### config.mk
export PLATFORM = sky130hd
export DESIGN_NAME = scr_regs
export DESIGN_NICKNAME = d
export VERILOG_FILES = /design/src/inc/scr_pkg.sv /design/src/scr_alarm_out.sv /design/src/scr_regs.sv /design/src/scr_sync_sel.sv
export SDC_FILE = /design/constraint.sdc
export NUM_CORES = 1
export LEC_CHECK = 0
export BUFFER_PORTS_ARGS = -buffer_cell sky130_fd_sc_hd__buf_2
export CORE_AREA = 2 2 75 77
export CTS_CLUSTER_SIZE = 24
export DETAILED_ROUTE_END_ITERATION = 6
export DIE_AREA = 0 0 77 79
export PLACE_DENSITY = 0.7
export SYNTH_ARGS = -nofsm -noshare
export SYNTH_HDL_FRONTEND = slang
export SYNTH_SLANG_ARGS = --single-unit
export TNS_END_PERCENT = 20
### constraint.sdc
create_clock -name CLK -period 1.5 [get_ports CLK]
set_clock_uncertainty 0.05 [all_clocks]
set_input_delay 0.15 -clock CLK [delete_from_list [all_inputs] [get_ports CLK]]
set_output_delay 0.15 -clock CLK [all_outputs]
set_load 0.02 [all_outputs]
### src/inc/scr_pkg.sv
package scr_pkg;

  //////////////////////////////////////////////////////////////////////////////
  // Register addresses on the command register port.
  localparam int unsigned ADDR_W = 5;
  localparam logic [4:0] ADDR_MIN_OFF = 5'h01;
  localparam logic [4:0] ADDR_ADC_RESULT = 5'h02;
  localparam logic [4:0] ADDR_OC_THRESHOLD = 5'h03;
  localparam logic [4:0] ADDR_STEP_CFG = 5'h04;
  localparam logic [4:0] ADDR_ALARM_MASK = 5'h05;

  //////////////////////////////////////////////////////////////////////////////
  // Values after reset.
  localparam logic [6:0] RST_MIN_OFF = 7'h00;
  localparam logic [4:0] RST_ADC_RESULT = 5'h00;
  localparam logic [3:0] RST_OC_THRESHOLD = 4'h8;
  localparam logic [7:0] RST_STEP_CFG = 8'h08;
  localparam logic [7:0] RST_ALARM_MASK = 8'hFF;

  //////////////////////////////////////////////////////////////////////////////
  // Field positions and widths.
  localparam int unsigned MIN_OFF_W = 7;
  localparam int unsigned ADC_W = 5;
  localparam int unsigned OC_W = 4;
  localparam int unsigned ELEC_POS_W = 9;
  localparam int unsigned SYNC_TOP_BIT = 7;
  localparam logic [2:0] SYNC_SEL_LAST = 3'h4;

  // Time per code step of the minimum off time, and its cycle count at 125 MHz.
  localparam int unsigned MIN_OFF_STEP_PS = 500000;
  localparam int unsigned CLK_PERIOD_PS = 8000;
  localparam int unsigned MIN_OFF_STEP_CYC = (MIN_OFF_STEP_PS + CLK_PERIOD_PS - 1) / CLK_PERIOD_PS;

  //////////////////////////////////////////////////////////////////////////////
  // Step resolutions, ordered from coarsest to finest.
  typedef enum logic [2:0] {
    SCR_RES_FULL = 3'h0,
    SCR_RES_HALF = 3'h1,
    SCR_RES_QUARTER = 3'h2,
    SCR_RES_EIGHTH = 3'h3,
    SCR_RES_SIXTEENTH = 3'h4
  } scr_res_e;

  typedef struct packed {
    logic sync_en;
    logic [2:0] sync_sel;
    logic fixed_one;
    logic [2:0] step_sel;
  } scr_step_cfg_s;

  typedef struct packed {
    logic cmd_fault;
    logic sw_event;
    logic [1:0] unused;
    logic undervolt;
    logic th_warn;
    logic th_shutdown;
    logic overcurrent;
  } scr_alarm_s;

  typedef struct packed {
    logic en;
    logic [4:0] addr;
    logic [7:0] data;
  } scr_wr_s;

endpackage : scr_pkg

### src/scr_alarm_out.sv
`timescale 1ns/1ps
module scr_alarm_out
  import scr_pkg::*;
(
  input wire logic [7:0] alarm_mask,
  input wire scr_pkg::scr_alarm_s alarm_cond,
  output logic alarm_active
);
  wire logic [7:0] gated = alarm_mask & alarm_cond;

  // Unused positions never raise the pin, whatever the mask holds.
  assign alarm_active = |{gated[7:6], gated[3:0]};

endmodule : scr_alarm_out

### src/scr_regs.sv
`timescale 1ns/1ps
// What this block does
// - Holds a 7-bit minimum off time, 0.5 us per code from 0.5 us.
// - Minimum off time write while running is dropped and flags not-performed.
// - Read-only 5-bit analog conversion result, steps of 1/32 reference.
// - Any write to the conversion result is dropped and flags not-performed.
// - Holds a 4-bit overcurrent threshold, 375 mA per code.
// - Step field decodes full, half, quarter, eighth; top bit set means sixteenth.
// - A change of step resolution resets the electrical position.
// - Stepping config write while running is dropped and flags not-performed.
// - With sync disabled, busy/sync pin is low while a command executes.
// - With sync enabled, pin shows electrical position bit 7 down to 3.
// - Sync source codes 101 to 111 force the pin low.
// - Sync rate is half, 1x, 2x, 4x, 8x full-step; finer than resolution is unusable.
// - Each masked-in active alarm condition pulls the alarm pin low.
// - Mask bits: overcurrent, thermal stop, thermal warning, undervoltage, -, -, switch, command.
// - Raises a sticky active-high flag when a command cannot be carried out.
module scr_regs
  import scr_pkg::*;
(
  input wire logic CLK,
  input wire logic RST_N,
  input wire scr_pkg::scr_wr_s REG_WR,
  input wire logic REG_RD_EN,
  input wire logic [scr_pkg::ADDR_W-1:0] REG_RD_ADDR,
  output logic [7:0] REG_RD_DATA,
  output logic REG_RD_VALID,
  input wire logic MOTOR_RUNNING,
  input wire logic CMD_BUSY,
  input wire logic [scr_pkg::ELEC_POS_W-1:0] ELEC_POSITION,
  input wire logic [scr_pkg::ADC_W-1:0] ADC_RESULT,
  input wire scr_pkg::scr_alarm_s ALARM_COND,
  input wire logic STATUS_CLR,
  output logic [scr_pkg::MIN_OFF_W-1:0] MIN_OFF_TIME,
  output logic [scr_pkg::OC_W-1:0] OVERCURRENT_THRESHOLD,
  output scr_pkg::scr_res_e STEP_RES,
  output logic ELEC_POS_RST,
  output logic CMD_NOT_PERFORMED,
  output logic BUSY_SYNC,
  output logic ALARM_N
);
  import scr_pkg::*;

  //////////////////////////////////////////////////////////////////////////////
  // Register state.
  logic [MIN_OFF_W-1:0] min_off_q;
  logic [ADC_W-1:0] adc_q;
  logic [OC_W-1:0] oc_th_q;
  scr_step_cfg_s step_cfg_q;
  logic [7:0] alarm_mask_q;
  scr_res_e step_res_q;
  logic notperf_q;
  logic notperf_d;
  logic elec_rst_q;
  logic busy_sync_q;
  logic alarm_n_q;
  logic [7:0] rd_data_q;
  logic rd_valid_q;

  //////////////////////////////////////////////////////////////////////////////
  // Write decode.
  wire logic wr_min_off = REG_WR.en && (REG_WR.addr == ADDR_MIN_OFF);
  wire logic wr_adc = REG_WR.en && (REG_WR.addr == ADDR_ADC_RESULT);
  wire logic wr_oc = REG_WR.en && (REG_WR.addr == ADDR_OC_THRESHOLD);
  wire logic wr_step = REG_WR.en && (REG_WR.addr == ADDR_STEP_CFG);
  wire logic wr_mask = REG_WR.en && (REG_WR.addr == ADDR_ALARM_MASK);

  wire logic take_min_off = wr_min_off && !MOTOR_RUNNING;
  wire logic take_step = wr_step && !MOTOR_RUNNING;
  // The conversion result is never writable, whatever the motor does.
  wire logic reject = wr_adc || ((wr_min_off || wr_step) && MOTOR_RUNNING);

  wire scr_step_cfg_s step_wr = REG_WR.data;
  // Any code with the top bit set is the finest resolution.
  wire scr_res_e res_wr = step_wr.step_sel[2] ? SCR_RES_SIXTEENTH
                        : scr_res_e'({1'b0, step_wr.step_sel[1:0]});
  wire logic res_change = take_step && (res_wr != step_res_q);

  //////////////////////////////////////////////////////////////////////////////
  // Not-performed flag: a new rejection wins over a clear in the same cycle.
  always_comb
  begin
    notperf_d = notperf_q;
    if (STATUS_CLR)
    begin
      notperf_d = 1'b0;
    end
    if (reject)
    begin
      notperf_d = 1'b1;
    end
  end

  //////////////////////////////////////////////////////////////////////////////
  // Read decode.
  wire logic [7:0] rd_mux =
    (REG_RD_ADDR == ADDR_MIN_OFF) ? {1'b0, min_off_q} :
    (REG_RD_ADDR == ADDR_ADC_RESULT) ? {3'h0, adc_q} :
    (REG_RD_ADDR == ADDR_OC_THRESHOLD) ? {4'h0, oc_th_q} :
    (REG_RD_ADDR == ADDR_STEP_CFG) ? step_cfg_q :
    (REG_RD_ADDR == ADDR_ALARM_MASK) ? alarm_mask_q : 8'h00;

  //////////////////////////////////////////////////////////////////////////////
  // Pin logic helpers.
  logic sync_level;
  logic alarm_active;
  wire scr_alarm_s alarm_eff = {ALARM_COND.cmd_fault | notperf_q, ALARM_COND[6:0]};

  scr_sync_sel u_sync_sel (
    .sync_en(step_cfg_q.sync_en),
    .sync_sel(step_cfg_q.sync_sel),
    .step_res(step_res_q),
    .cmd_busy(CMD_BUSY),
    .elec_position(ELEC_POSITION),
    .sync_level(sync_level)
  );

  scr_alarm_out u_alarm_out (
    .alarm_mask(alarm_mask_q),
    .alarm_cond(alarm_eff),
    .alarm_active(alarm_active)
  );

  //////////////////////////////////////////////////////////////////////////////
  // Configuration registers.
  always_ff @(posedge CLK or negedge RST_N)
  begin
    if (!RST_N)
    begin
      min_off_q <= RST_MIN_OFF;
      oc_th_q <= RST_OC_THRESHOLD;
      step_cfg_q <= RST_STEP_CFG;
      alarm_mask_q <= RST_ALARM_MASK;
      step_res_q <= SCR_RES_FULL;
    end
    else
    begin
      if (take_min_off)
      begin
        min_off_q <= REG_WR.data[MIN_OFF_W-1:0];
      end
      if (wr_oc)
      begin
        oc_th_q <= REG_WR.data[OC_W-1:0];
      end
      if (take_step)
      begin
        step_cfg_q <= step_wr;
        step_res_q <= res_wr;
      end
      if (wr_mask)
      begin
        alarm_mask_q <= REG_WR.data;
      end
    end
  end

  //////////////////////////////////////////////////////////////////////////////
  // Status, pins and read port.
  always_ff @(posedge CLK or negedge RST_N)
  begin
    if (!RST_N)
    begin
      adc_q <= RST_ADC_RESULT;
      notperf_q <= 1'b0;
      elec_rst_q <= 1'b0;
      busy_sync_q <= 1'b1;
      alarm_n_q <= 1'b1;
      rd_data_q <= 8'h00;
      rd_valid_q <= 1'b0;
    end
    else
    begin
      adc_q <= ADC_RESULT;
      notperf_q <= notperf_d;
      elec_rst_q <= res_change;
      busy_sync_q <= sync_level;
      alarm_n_q <= ~alarm_active;
      rd_valid_q <= REG_RD_EN;
      if (REG_RD_EN)
      begin
        rd_data_q <= rd_mux;
      end
    end
  end

  assign MIN_OFF_TIME = min_off_q;
  assign OVERCURRENT_THRESHOLD = oc_th_q;
  assign STEP_RES = step_res_q;
  assign ELEC_POS_RST = elec_rst_q;
  assign CMD_NOT_PERFORMED = notperf_q;
  assign BUSY_SYNC = busy_sync_q;
  assign ALARM_N = alarm_n_q;
  assign REG_RD_DATA = rd_data_q;
  assign REG_RD_VALID = rd_valid_q;

  //////////////////////////////////////////////////////////////////////////////
  // Checks.
  property p_min_off_blocked;
    @(posedge CLK) disable iff (!RST_N)
    (wr_min_off && MOTOR_RUNNING) |=> ($stable(MIN_OFF_TIME) && CMD_NOT_PERFORMED);
  endproperty
  a_min_off_blocked: assert property (p_min_off_blocked)
    else $error("Minimum off time written while running.");

  property p_min_off_taken;
    @(posedge CLK) disable iff (!RST_N)
    take_min_off |=> (MIN_OFF_TIME == $past(REG_WR.data[MIN_OFF_W-1:0]));
  endproperty
  a_min_off_taken: assert property (p_min_off_taken)
    else $error("Minimum off time write lost.");

  property p_adc_write_flag;
    @(posedge CLK) disable iff (!RST_N)
    wr_adc |=> CMD_NOT_PERFORMED;
  endproperty
  a_adc_write_flag: assert property (p_adc_write_flag)
    else $error("Conversion result write did not raise the flag.");

  property p_adc_read;
    @(posedge CLK) disable iff (!RST_N)
    (REG_RD_EN && (REG_RD_ADDR == ADDR_ADC_RESULT)) ##1 1'b1
      |-> (REG_RD_VALID && (REG_RD_DATA == {3'h0, $past(ADC_RESULT, 2)}));
  endproperty
  a_adc_read: assert property (p_adc_read)
    else $error("Conversion result read mismatch.");

  property p_step_blocked;
    @(posedge CLK) disable iff (!RST_N)
    (wr_step && MOTOR_RUNNING) |=> ($stable(STEP_RES) && !ELEC_POS_RST && CMD_NOT_PERFORMED);
  endproperty
  a_step_blocked: assert property (p_step_blocked)
    else $error("Stepping config written while running.");

  property p_sixteenth;
    @(posedge CLK) disable iff (!RST_N)
    (take_step && REG_WR.data[2]) |=> (STEP_RES == SCR_RES_SIXTEENTH);
  endproperty
  a_sixteenth: assert property (p_sixteenth)
    else $error("Top step bit did not select sixteenth.");

  property p_elec_reset;
    @(posedge CLK) disable iff (!RST_N)
    (take_step && (res_wr != STEP_RES)) |=> ELEC_POS_RST;
  endproperty
  a_elec_reset: assert property (p_elec_reset)
    else $error("Resolution change did not pulse the position reset.");

  property p_elec_quiet;
    @(posedge CLK) disable iff (!RST_N)
    !(take_step && (res_wr != STEP_RES)) |=> !ELEC_POS_RST;
  endproperty
  a_elec_quiet: assert property (p_elec_quiet)
    else $error("Position reset pulsed without a resolution change.");

  property p_res_coarse;
    @(posedge CLK) disable iff (!RST_N)
    (take_step && !REG_WR.data[2])
      |=> (3'(STEP_RES) == {1'b0, $past(REG_WR.data[1:0])});
  endproperty
  a_res_coarse: assert property (p_res_coarse)
    else $error("Coarse step code decoded wrongly.");

  property p_oc_taken;
    @(posedge CLK) disable iff (!RST_N)
    wr_oc |=> (OVERCURRENT_THRESHOLD == $past(REG_WR.data[OC_W-1:0]));
  endproperty
  a_oc_taken: assert property (p_oc_taken)
    else $error("Overcurrent threshold write lost.");

  property p_mask_taken;
    @(posedge CLK) disable iff (!RST_N)
    wr_mask |=> (alarm_mask_q == $past(REG_WR.data));
  endproperty
  a_mask_taken: assert property (p_mask_taken)
    else $error("Alarm mask write lost.");

  property p_busy_low;
    @(posedge CLK) disable iff (!RST_N)
    (!step_cfg_q.sync_en && CMD_BUSY) |=> !BUSY_SYNC;
  endproperty
  a_busy_low: assert property (p_busy_low)
    else $error("Busy pin not low during command.");

  property p_sync_top;
    @(posedge CLK) disable iff (!RST_N)
    (step_cfg_q.sync_en && (step_cfg_q.sync_sel == 3'h0))
      |=> (BUSY_SYNC == $past(ELEC_POSITION[SYNC_TOP_BIT]));
  endproperty
  a_sync_top: assert property (p_sync_top)
    else $error("Sync pin does not follow the top position bit.");

  property p_sync_unused;
    @(posedge CLK) disable iff (!RST_N)
    (step_cfg_q.sync_en && (step_cfg_q.sync_sel > SYNC_SEL_LAST)) |=> !BUSY_SYNC;
  endproperty
  a_sync_unused: assert property (p_sync_unused)
    else $error("Unused sync source did not force the pin low.");

  property p_alarm_low;
    @(posedge CLK) disable iff (!RST_N)
    (|(alarm_mask_q & alarm_eff & 8'hCF)) |=> !ALARM_N;
  endproperty
  a_alarm_low: assert property (p_alarm_low)
    else $error("Enabled alarm did not pull the pin low.");

  property p_alarm_high;
    @(posedge CLK) disable iff (!RST_N)
    !(|(alarm_mask_q & alarm_eff & 8'hCF)) |=> ALARM_N;
  endproperty
  a_alarm_high: assert property (p_alarm_high)
    else $error("Alarm pin low with no enabled alarm.");

  property p_flag_sticky;
    @(posedge CLK) disable iff (!RST_N)
    (CMD_NOT_PERFORMED && !STATUS_CLR) |=> CMD_NOT_PERFORMED;
  endproperty
  a_flag_sticky: assert property (p_flag_sticky)
    else $error("Not-performed flag dropped without a clear.");

  property p_flag_set_wins;
    @(posedge CLK) disable iff (!RST_N)
    (reject && STATUS_CLR) |=> CMD_NOT_PERFORMED;
  endproperty
  a_flag_set_wins: assert property (p_flag_set_wins)
    else $error("Clear beat a rejection in the same cycle.");

  property p_flag_clear;
    @(posedge CLK) disable iff (!RST_N)
    (STATUS_CLR && !reject) |=> !CMD_NOT_PERFORMED;
  endproperty
  a_flag_clear: assert property (p_flag_clear)
    else $error("Not-performed flag survived a clear.");

  property p_rd_valid_once;
    @(posedge CLK) disable iff (!RST_N)
    !REG_RD_EN |=> !REG_RD_VALID;
  endproperty
  a_rd_valid_once: assert property (p_rd_valid_once)
    else $error("Read valid raised without a read.");

  property p_sync_unusable;
    @(posedge CLK) disable iff (!RST_N)
    (step_cfg_q.sync_en && (step_cfg_q.sync_sel <= SYNC_SEL_LAST)
      && (step_cfg_q.sync_sel > 3'(STEP_RES))) |=> !BUSY_SYNC;
  endproperty
  a_sync_unusable: assert property (p_sync_unusable)
    else $error("Sync finer than the resolution did not hold the pin low.");

  property p_busy_idle;
    @(posedge CLK) disable iff (!RST_N)
    (!step_cfg_q.sync_en && !CMD_BUSY) |=> BUSY_SYNC;
  endproperty
  a_busy_idle: assert property (p_busy_idle)
    else $error("Busy pin low with no command executing.");

endmodule : scr_regs

### src/scr_sync_sel.sv
`timescale 1ns/1ps
module scr_sync_sel
  import scr_pkg::*;
(
  input wire logic sync_en,
  input wire logic [2:0] sync_sel,
  input wire scr_pkg::scr_res_e step_res,
  input wire logic cmd_busy,
  input wire logic [ELEC_POS_W-1:0] elec_position,
  output logic sync_level
);
  wire logic [2:0] bit_idx = 3'(SYNC_TOP_BIT[2:0] - sync_sel);
  wire logic sel_in_range = (sync_sel <= SYNC_SEL_LAST);
  // A selection finer than the step resolution has no defined rate.
  wire logic sel_usable = sel_in_range && (sync_sel <= 3'(step_res));
  wire logic src_bit = elec_position[bit_idx];

  assign sync_level = sync_en ? (sel_usable & src_bit) : ~cmd_busy;

endmodule : scr_sync_sel
[After elaboration in Yosys (flattened, before gate mapping)]
Index checks and enable logic that the tools add are counted.
Word-level totals
  bits in registers: 48
  bits in latches: 0
  bits in writable memories: 0
  ROM bits: 0
  input port bits: 47
  output and inout bits: 27
  memories: 0
Operators by class
  $add $sub $neg: 1
  multipliers: 0
  div/mod/pow operators: 0
  $lt $le $gt $ge: 3
  equal/unequal tests: 11
  shifts and indexed selects: 0
  mux-type cells: 11
  bitwise operators: 5
  reductions and logical operators: 15
Operators with widths (count)
  $mux W8: 5
  $eq A5 B2 Y1 const B: 4
  $eq A5 B3 Y1 const B: 4
  $eq A5 B1 Y1 const B: 2
  $logic_and A1 B1 Y1: 10
  $and A8 B8 Y8: 1
  $reduce_or A6 Y1: 1
  $lt A3 B5 Y1 const B: 1
  $mux W1: 4
  $bmux W1 S3: 1
  $le A3 B3 Y1: 1
  $le A3 B3 Y1 const B: 1
  $mux W3: 1
  $ne A3 B3 Y1: 1
  $sub A3 B3 Y3 const A: 1
  $logic_or A1 B1 Y1: 2
  $not A1 Y1: 2
  $reduce_bool A2 Y1: 1
  $and A1 B1 Y1: 1
  $logic_not A1 Y1: 1
  $or A1 B1 Y1: 1

[Longest topological paths before layout]
  word-level depth: 6
  depth in mapped cells: 5
  mapped depth without buffers: 5

[By module]
A second synthesis with hierarchy kept.
Unflattened totals
  cells, all modules: 188
  area, all modules: 2322.2 µm²
By module, submodules not included
  scr_regs: instances 1, cells each 167, area each 2155.8 µm², sequential area each 1191.1 µm²
  scr_sync_sel: instances 1, cells each 17, area each 138.9 µm², sequential area each 0.0 µm²
  scr_alarm_out: instances 1, cells each 4, area each 27.5 µm², sequential area each 0.0 µm²

[Worst setup path before layout]
OpenSTA, ideal clock, no wires.
  kind: input -> register
  start: in REG_WR[11] (netlist bit)
  end: reg min_off_q[0], in the netlist MIN_OFF_TIME[0]
  data arrival time: 1.460 ns
  required time: 1.325 ns
  path slack: -0.135 ns
  stages: 4
  path buffers: 1
  cell sequence: or3b_4 -> or4_4 -> buf_6 -> mux2_4
Between the ends
  longest elaborated chain between the ends: 3
RTL lines
  start: declaration: line scr_regs.sv:23  | input wire scr_pkg::scr_wr_s REG_WR,
  $eq A5 B1 Y1: line scr_regs.sv:62  | wire logic wr_min_off = REG_WR.en && (REG_WR.addr == ADDR_MIN_OFF);
  $logic_and A1 B1 Y1: line scr_regs.sv:62
  $logic_and A1 B1 Y1: line scr_regs.sv:68  | wire logic take_min_off = wr_min_off && !MOTOR_RUNNING;
  end signal: assignment: line scr_regs.sv:140  | min_off_q <= REG_WR.data[MIN_OFF_W-1:0];
  end: declaration: line scr_regs.sv:46  | logic [MIN_OFF_W-1:0] min_off_q;
Every way passes these cells.
A chain may end at the register's enable or synchronous reset.

[Worst setup path after layout]
  start: in REG_WR[11] (netlist bit)
  end: reg min_off_q[5], in the netlist MIN_OFF_TIME[5]
Same word-level chain as after synthesis.

==> run metrics <==
status finished clean; Detailed Routing Iterations Pass 1 4; CP max stage delay between 0.5 and 0.6 ns; synth top area cells dfrtp_1 39%, dfstp_2 14%, mux2_2 13%; Post-Syn Instances 180; Worst setup startpoint REG_WR[11]; Synth area leader dfrtp_1; worst-margin pin slew 0.350 ns; worst hold path class in2reg; placed cell count ~320; CP Class in2reg; hpwl dp approximately 4000 microns; syn_area_per_cell between 10 and 15 sq um; I/O pin cnt 74; post-synth net total 230; post-route ant nets 0; main flop type after synthesis dfrtp_1; cell family with most CP delay simple AND/OR/NAND/NOR gates; Die Area 0.00608 sq mm; Place WS -0.234 ns; Slew Limit Fails 0; Seq/Total Area, Yosys 52.4%; Setup crit end kind register; FP Rows 27; first-pass GRT wire length approximately 8200 microns; Finished Layout Cells 340; number of I/O port buffers 67; fin crit share 94.6%; Clk Latency, worst-skew pair 0.30 ns; Post-synth EDFFs 0; Hold Crit Start REG_WR[7]; Tot Pwr 3.05 mW; Die Y 79 microns; Setup-failing EPs final 0; maximum VDD drop 0.504 mV; Slew HR 76.7%; Tmin final 1.42 ns; unrepaired setup endpoints after global routing no; Max-Cap Viols 0; clock tree buffer depth 2; Post-synth ARST share 100%; Final TNS setup 0 ns; grt ovf 0; clock transition at the registers of the reported paths roughly 0.08 ns; PD cells 1040 mW/mm^2; Buf/Inv on CP 1; share of layout cells above drive strength 1 a little over half; Placeable Area 0.00534 sq mm; CP Cell Sequence buf_2, or3b_4, or4_4, mux2_4; H-Tree Depth 2; Final Hold Fails 0; Peak Freq 705 MHz; overall die width 77 microns; yosys warns 0; Post-synth top cells 35 x dfrtp_1, 26 x mux2_2, 16 x inv_1; mapped cell area 0.00227 sq mm; #FFs+latches synth 47; drt total wl approximately 5200 microns; vias in the first global route 1632; TritonCTS Sinks 47; Ant. Diodes 0; setup slack after layout between 0.08 and 0.09 ns; DR WL/cell roughly 15 microns; start of the worst register-to-register path STEP_RES[1]$_DFFE_PN0P_; post-layout util between 50% and 60%; top-area cell type share of the netlist area 38.5%; startpoint class of the critical path input port; Initial DRC Count 92; Slowest-stage cell, CP or4_4; via count 1729; Leak 1.44 nW; Layout area overhead 29.6%; DR vias/cell 5.09; peak fanout along the critical path 7; CTS tree done; DRC errors left 0; Post-layout nets around 320; antenna violations before repair 0; Total Routing Usage GR around 18%; Netlist cell types between 40 and 50; Num CTS Buffers 5; largest net degree at the start of global routing 48; Initial Util a little over two fifths; CP Data Required Time 1.63 ns; Root Buffer clkbuf_8; most frequent cell after synthesis dfrtp_1; Worst EP arrival 1.55 ns; gp weighted congestion 0.775
-- worst reg2reg max path, delay by kind of cell, from the launching register on --
family | cells | cell delay (ns)
flops | 1 | 0.42
fa+ha+maj | 1 | 0.31
compound gates | 2 | 0.26
simple gates | 1 | 0.18
buf+inv | 1 | 0.08
-- sequential cells by signal, indices dropped and copies added (netlist names) --
| signal | cells |
|---|---|
| REG_RD_DATA | 8 |
| alarm_mask_q | 8 |
| step_cfg_q | 8 |
| MIN_OFF_TIME | 7 |
| adc_q | 5 |
| OVERCURRENT_THRESHOLD | 4 |
| STEP_RES | 2 |
| ALARM_N | 1 |
| BUSY_SYNC | 1 |
| CMD_NOT_PERFORMED | 1 |
| ELEC_POS_RST | 1 |
| REG_RD_VALID | 1 |
-- per-layer routing --
layer	wire length, microns	part of all wire (%)	vias to the layer above	global-route usage (%)
li1	-	-	831	-
met1	2300	45	835	23.6
met2	2550	49	59	29.0
met3	262	5.1	4	3.75
met4	38	0.74	0	5.36
met5	0	0	-	0
-- worst paths after layout --
kind / to / slack, ns / cells after the start
max: MIN_OFF_TIME[5]$_DFFE_PN0P_ / 0.08 / 4
min: alarm_mask_q[7]$_DFFE_PN1P_ / 0.05 / 2
max reg2reg: BUSY_SYNC$_DFF_PN1_ / 0.13 / 5
min reg2reg: REG_RD_DATA[1]$_DFFE_PN0P_ / 0.45 / 2
max in group asynchronous: ALARM_N$_DFF_PN1_ / 0.80 / 3
min in group asynchronous: adc_q[2]$_DFF_PN0_ / 0.31 / 3
-- cell usage in the layout (no fill, tap or decap), types with 3 or more instances in the layout --
| master | instances |
|---|---|
| a22oi_1 | 6 |
| buf_2 | 67 |
| buf_4 | 13 |
| clkbuf_8 | 5 |
| dfrtp_1 | 35 |
| dfstp_2 | 12 |
| dlygate4sd3_1 | 8 |
| ha_1 | 3 |
| inv_1 | 16 |
| mux2_2 | 26 |
| mux2_4 | 7 |
| mux2i_1 | 5 |
| nand2b_1 | 6 |
| nand3b_1 | 3 |
| nor2b_1 | 8 |
| o221ai_1 | 3 |
| o22ai_1 | 4 |
| xor2_1 | 3 |
-- cells by family after synthesis --
logic type | after synthesis | synth area share (%)
AOI/OAI and AO/OA | 29 | 10.0
xor gates and xnor gates | 3 | 1.16
adders and majority gates | 3 | 1.65
buffers and inverters | 25 | 4.68
DFF | 47 | 52.4
muxes | 39 | 20.2
and+or+nand+nor | 34 | 9.91
-- stage by stage --
step / hold slack [ns] / instance area [sq um]
finish: 0.0505 / 2950
global route: 0.0577 / 2950
CTS: 0.0474 / 2930
detailed placement: 0.122 / 2760
global placement: 0.0974 / 2760
floorplan: -0.196 / 2270
-- power by group --
| group | internal [mW] | switching [mW] |
|---|---|---|
| Sequential | 1.47 | 0.105 |
| Clock | 0.326 | 0.408 |
| Combinational | 0.371 | 0.373 |
| Total | 2.17 | 0.887 |
-- cell type report --
class                      instances  area (sq um)
clock buffer                       6          72.6
clock inverter                     2          12.5
fill                             463          2390
inverter                          16          60.1
multi-input combinational        108           987
sequential                        47          1190
tap                               72          90.1
timing repair buffer              89           533
-- timing repair --
action	in CTS	in global routing
hold buffers	8	0
gates resized for setup	0	2
buffers inserted	0	1
endpoints found under the setup margin	0	1
endpoints found under the hold margin	42	0
No activity file was read; power rests on OpenSTA's default activity.
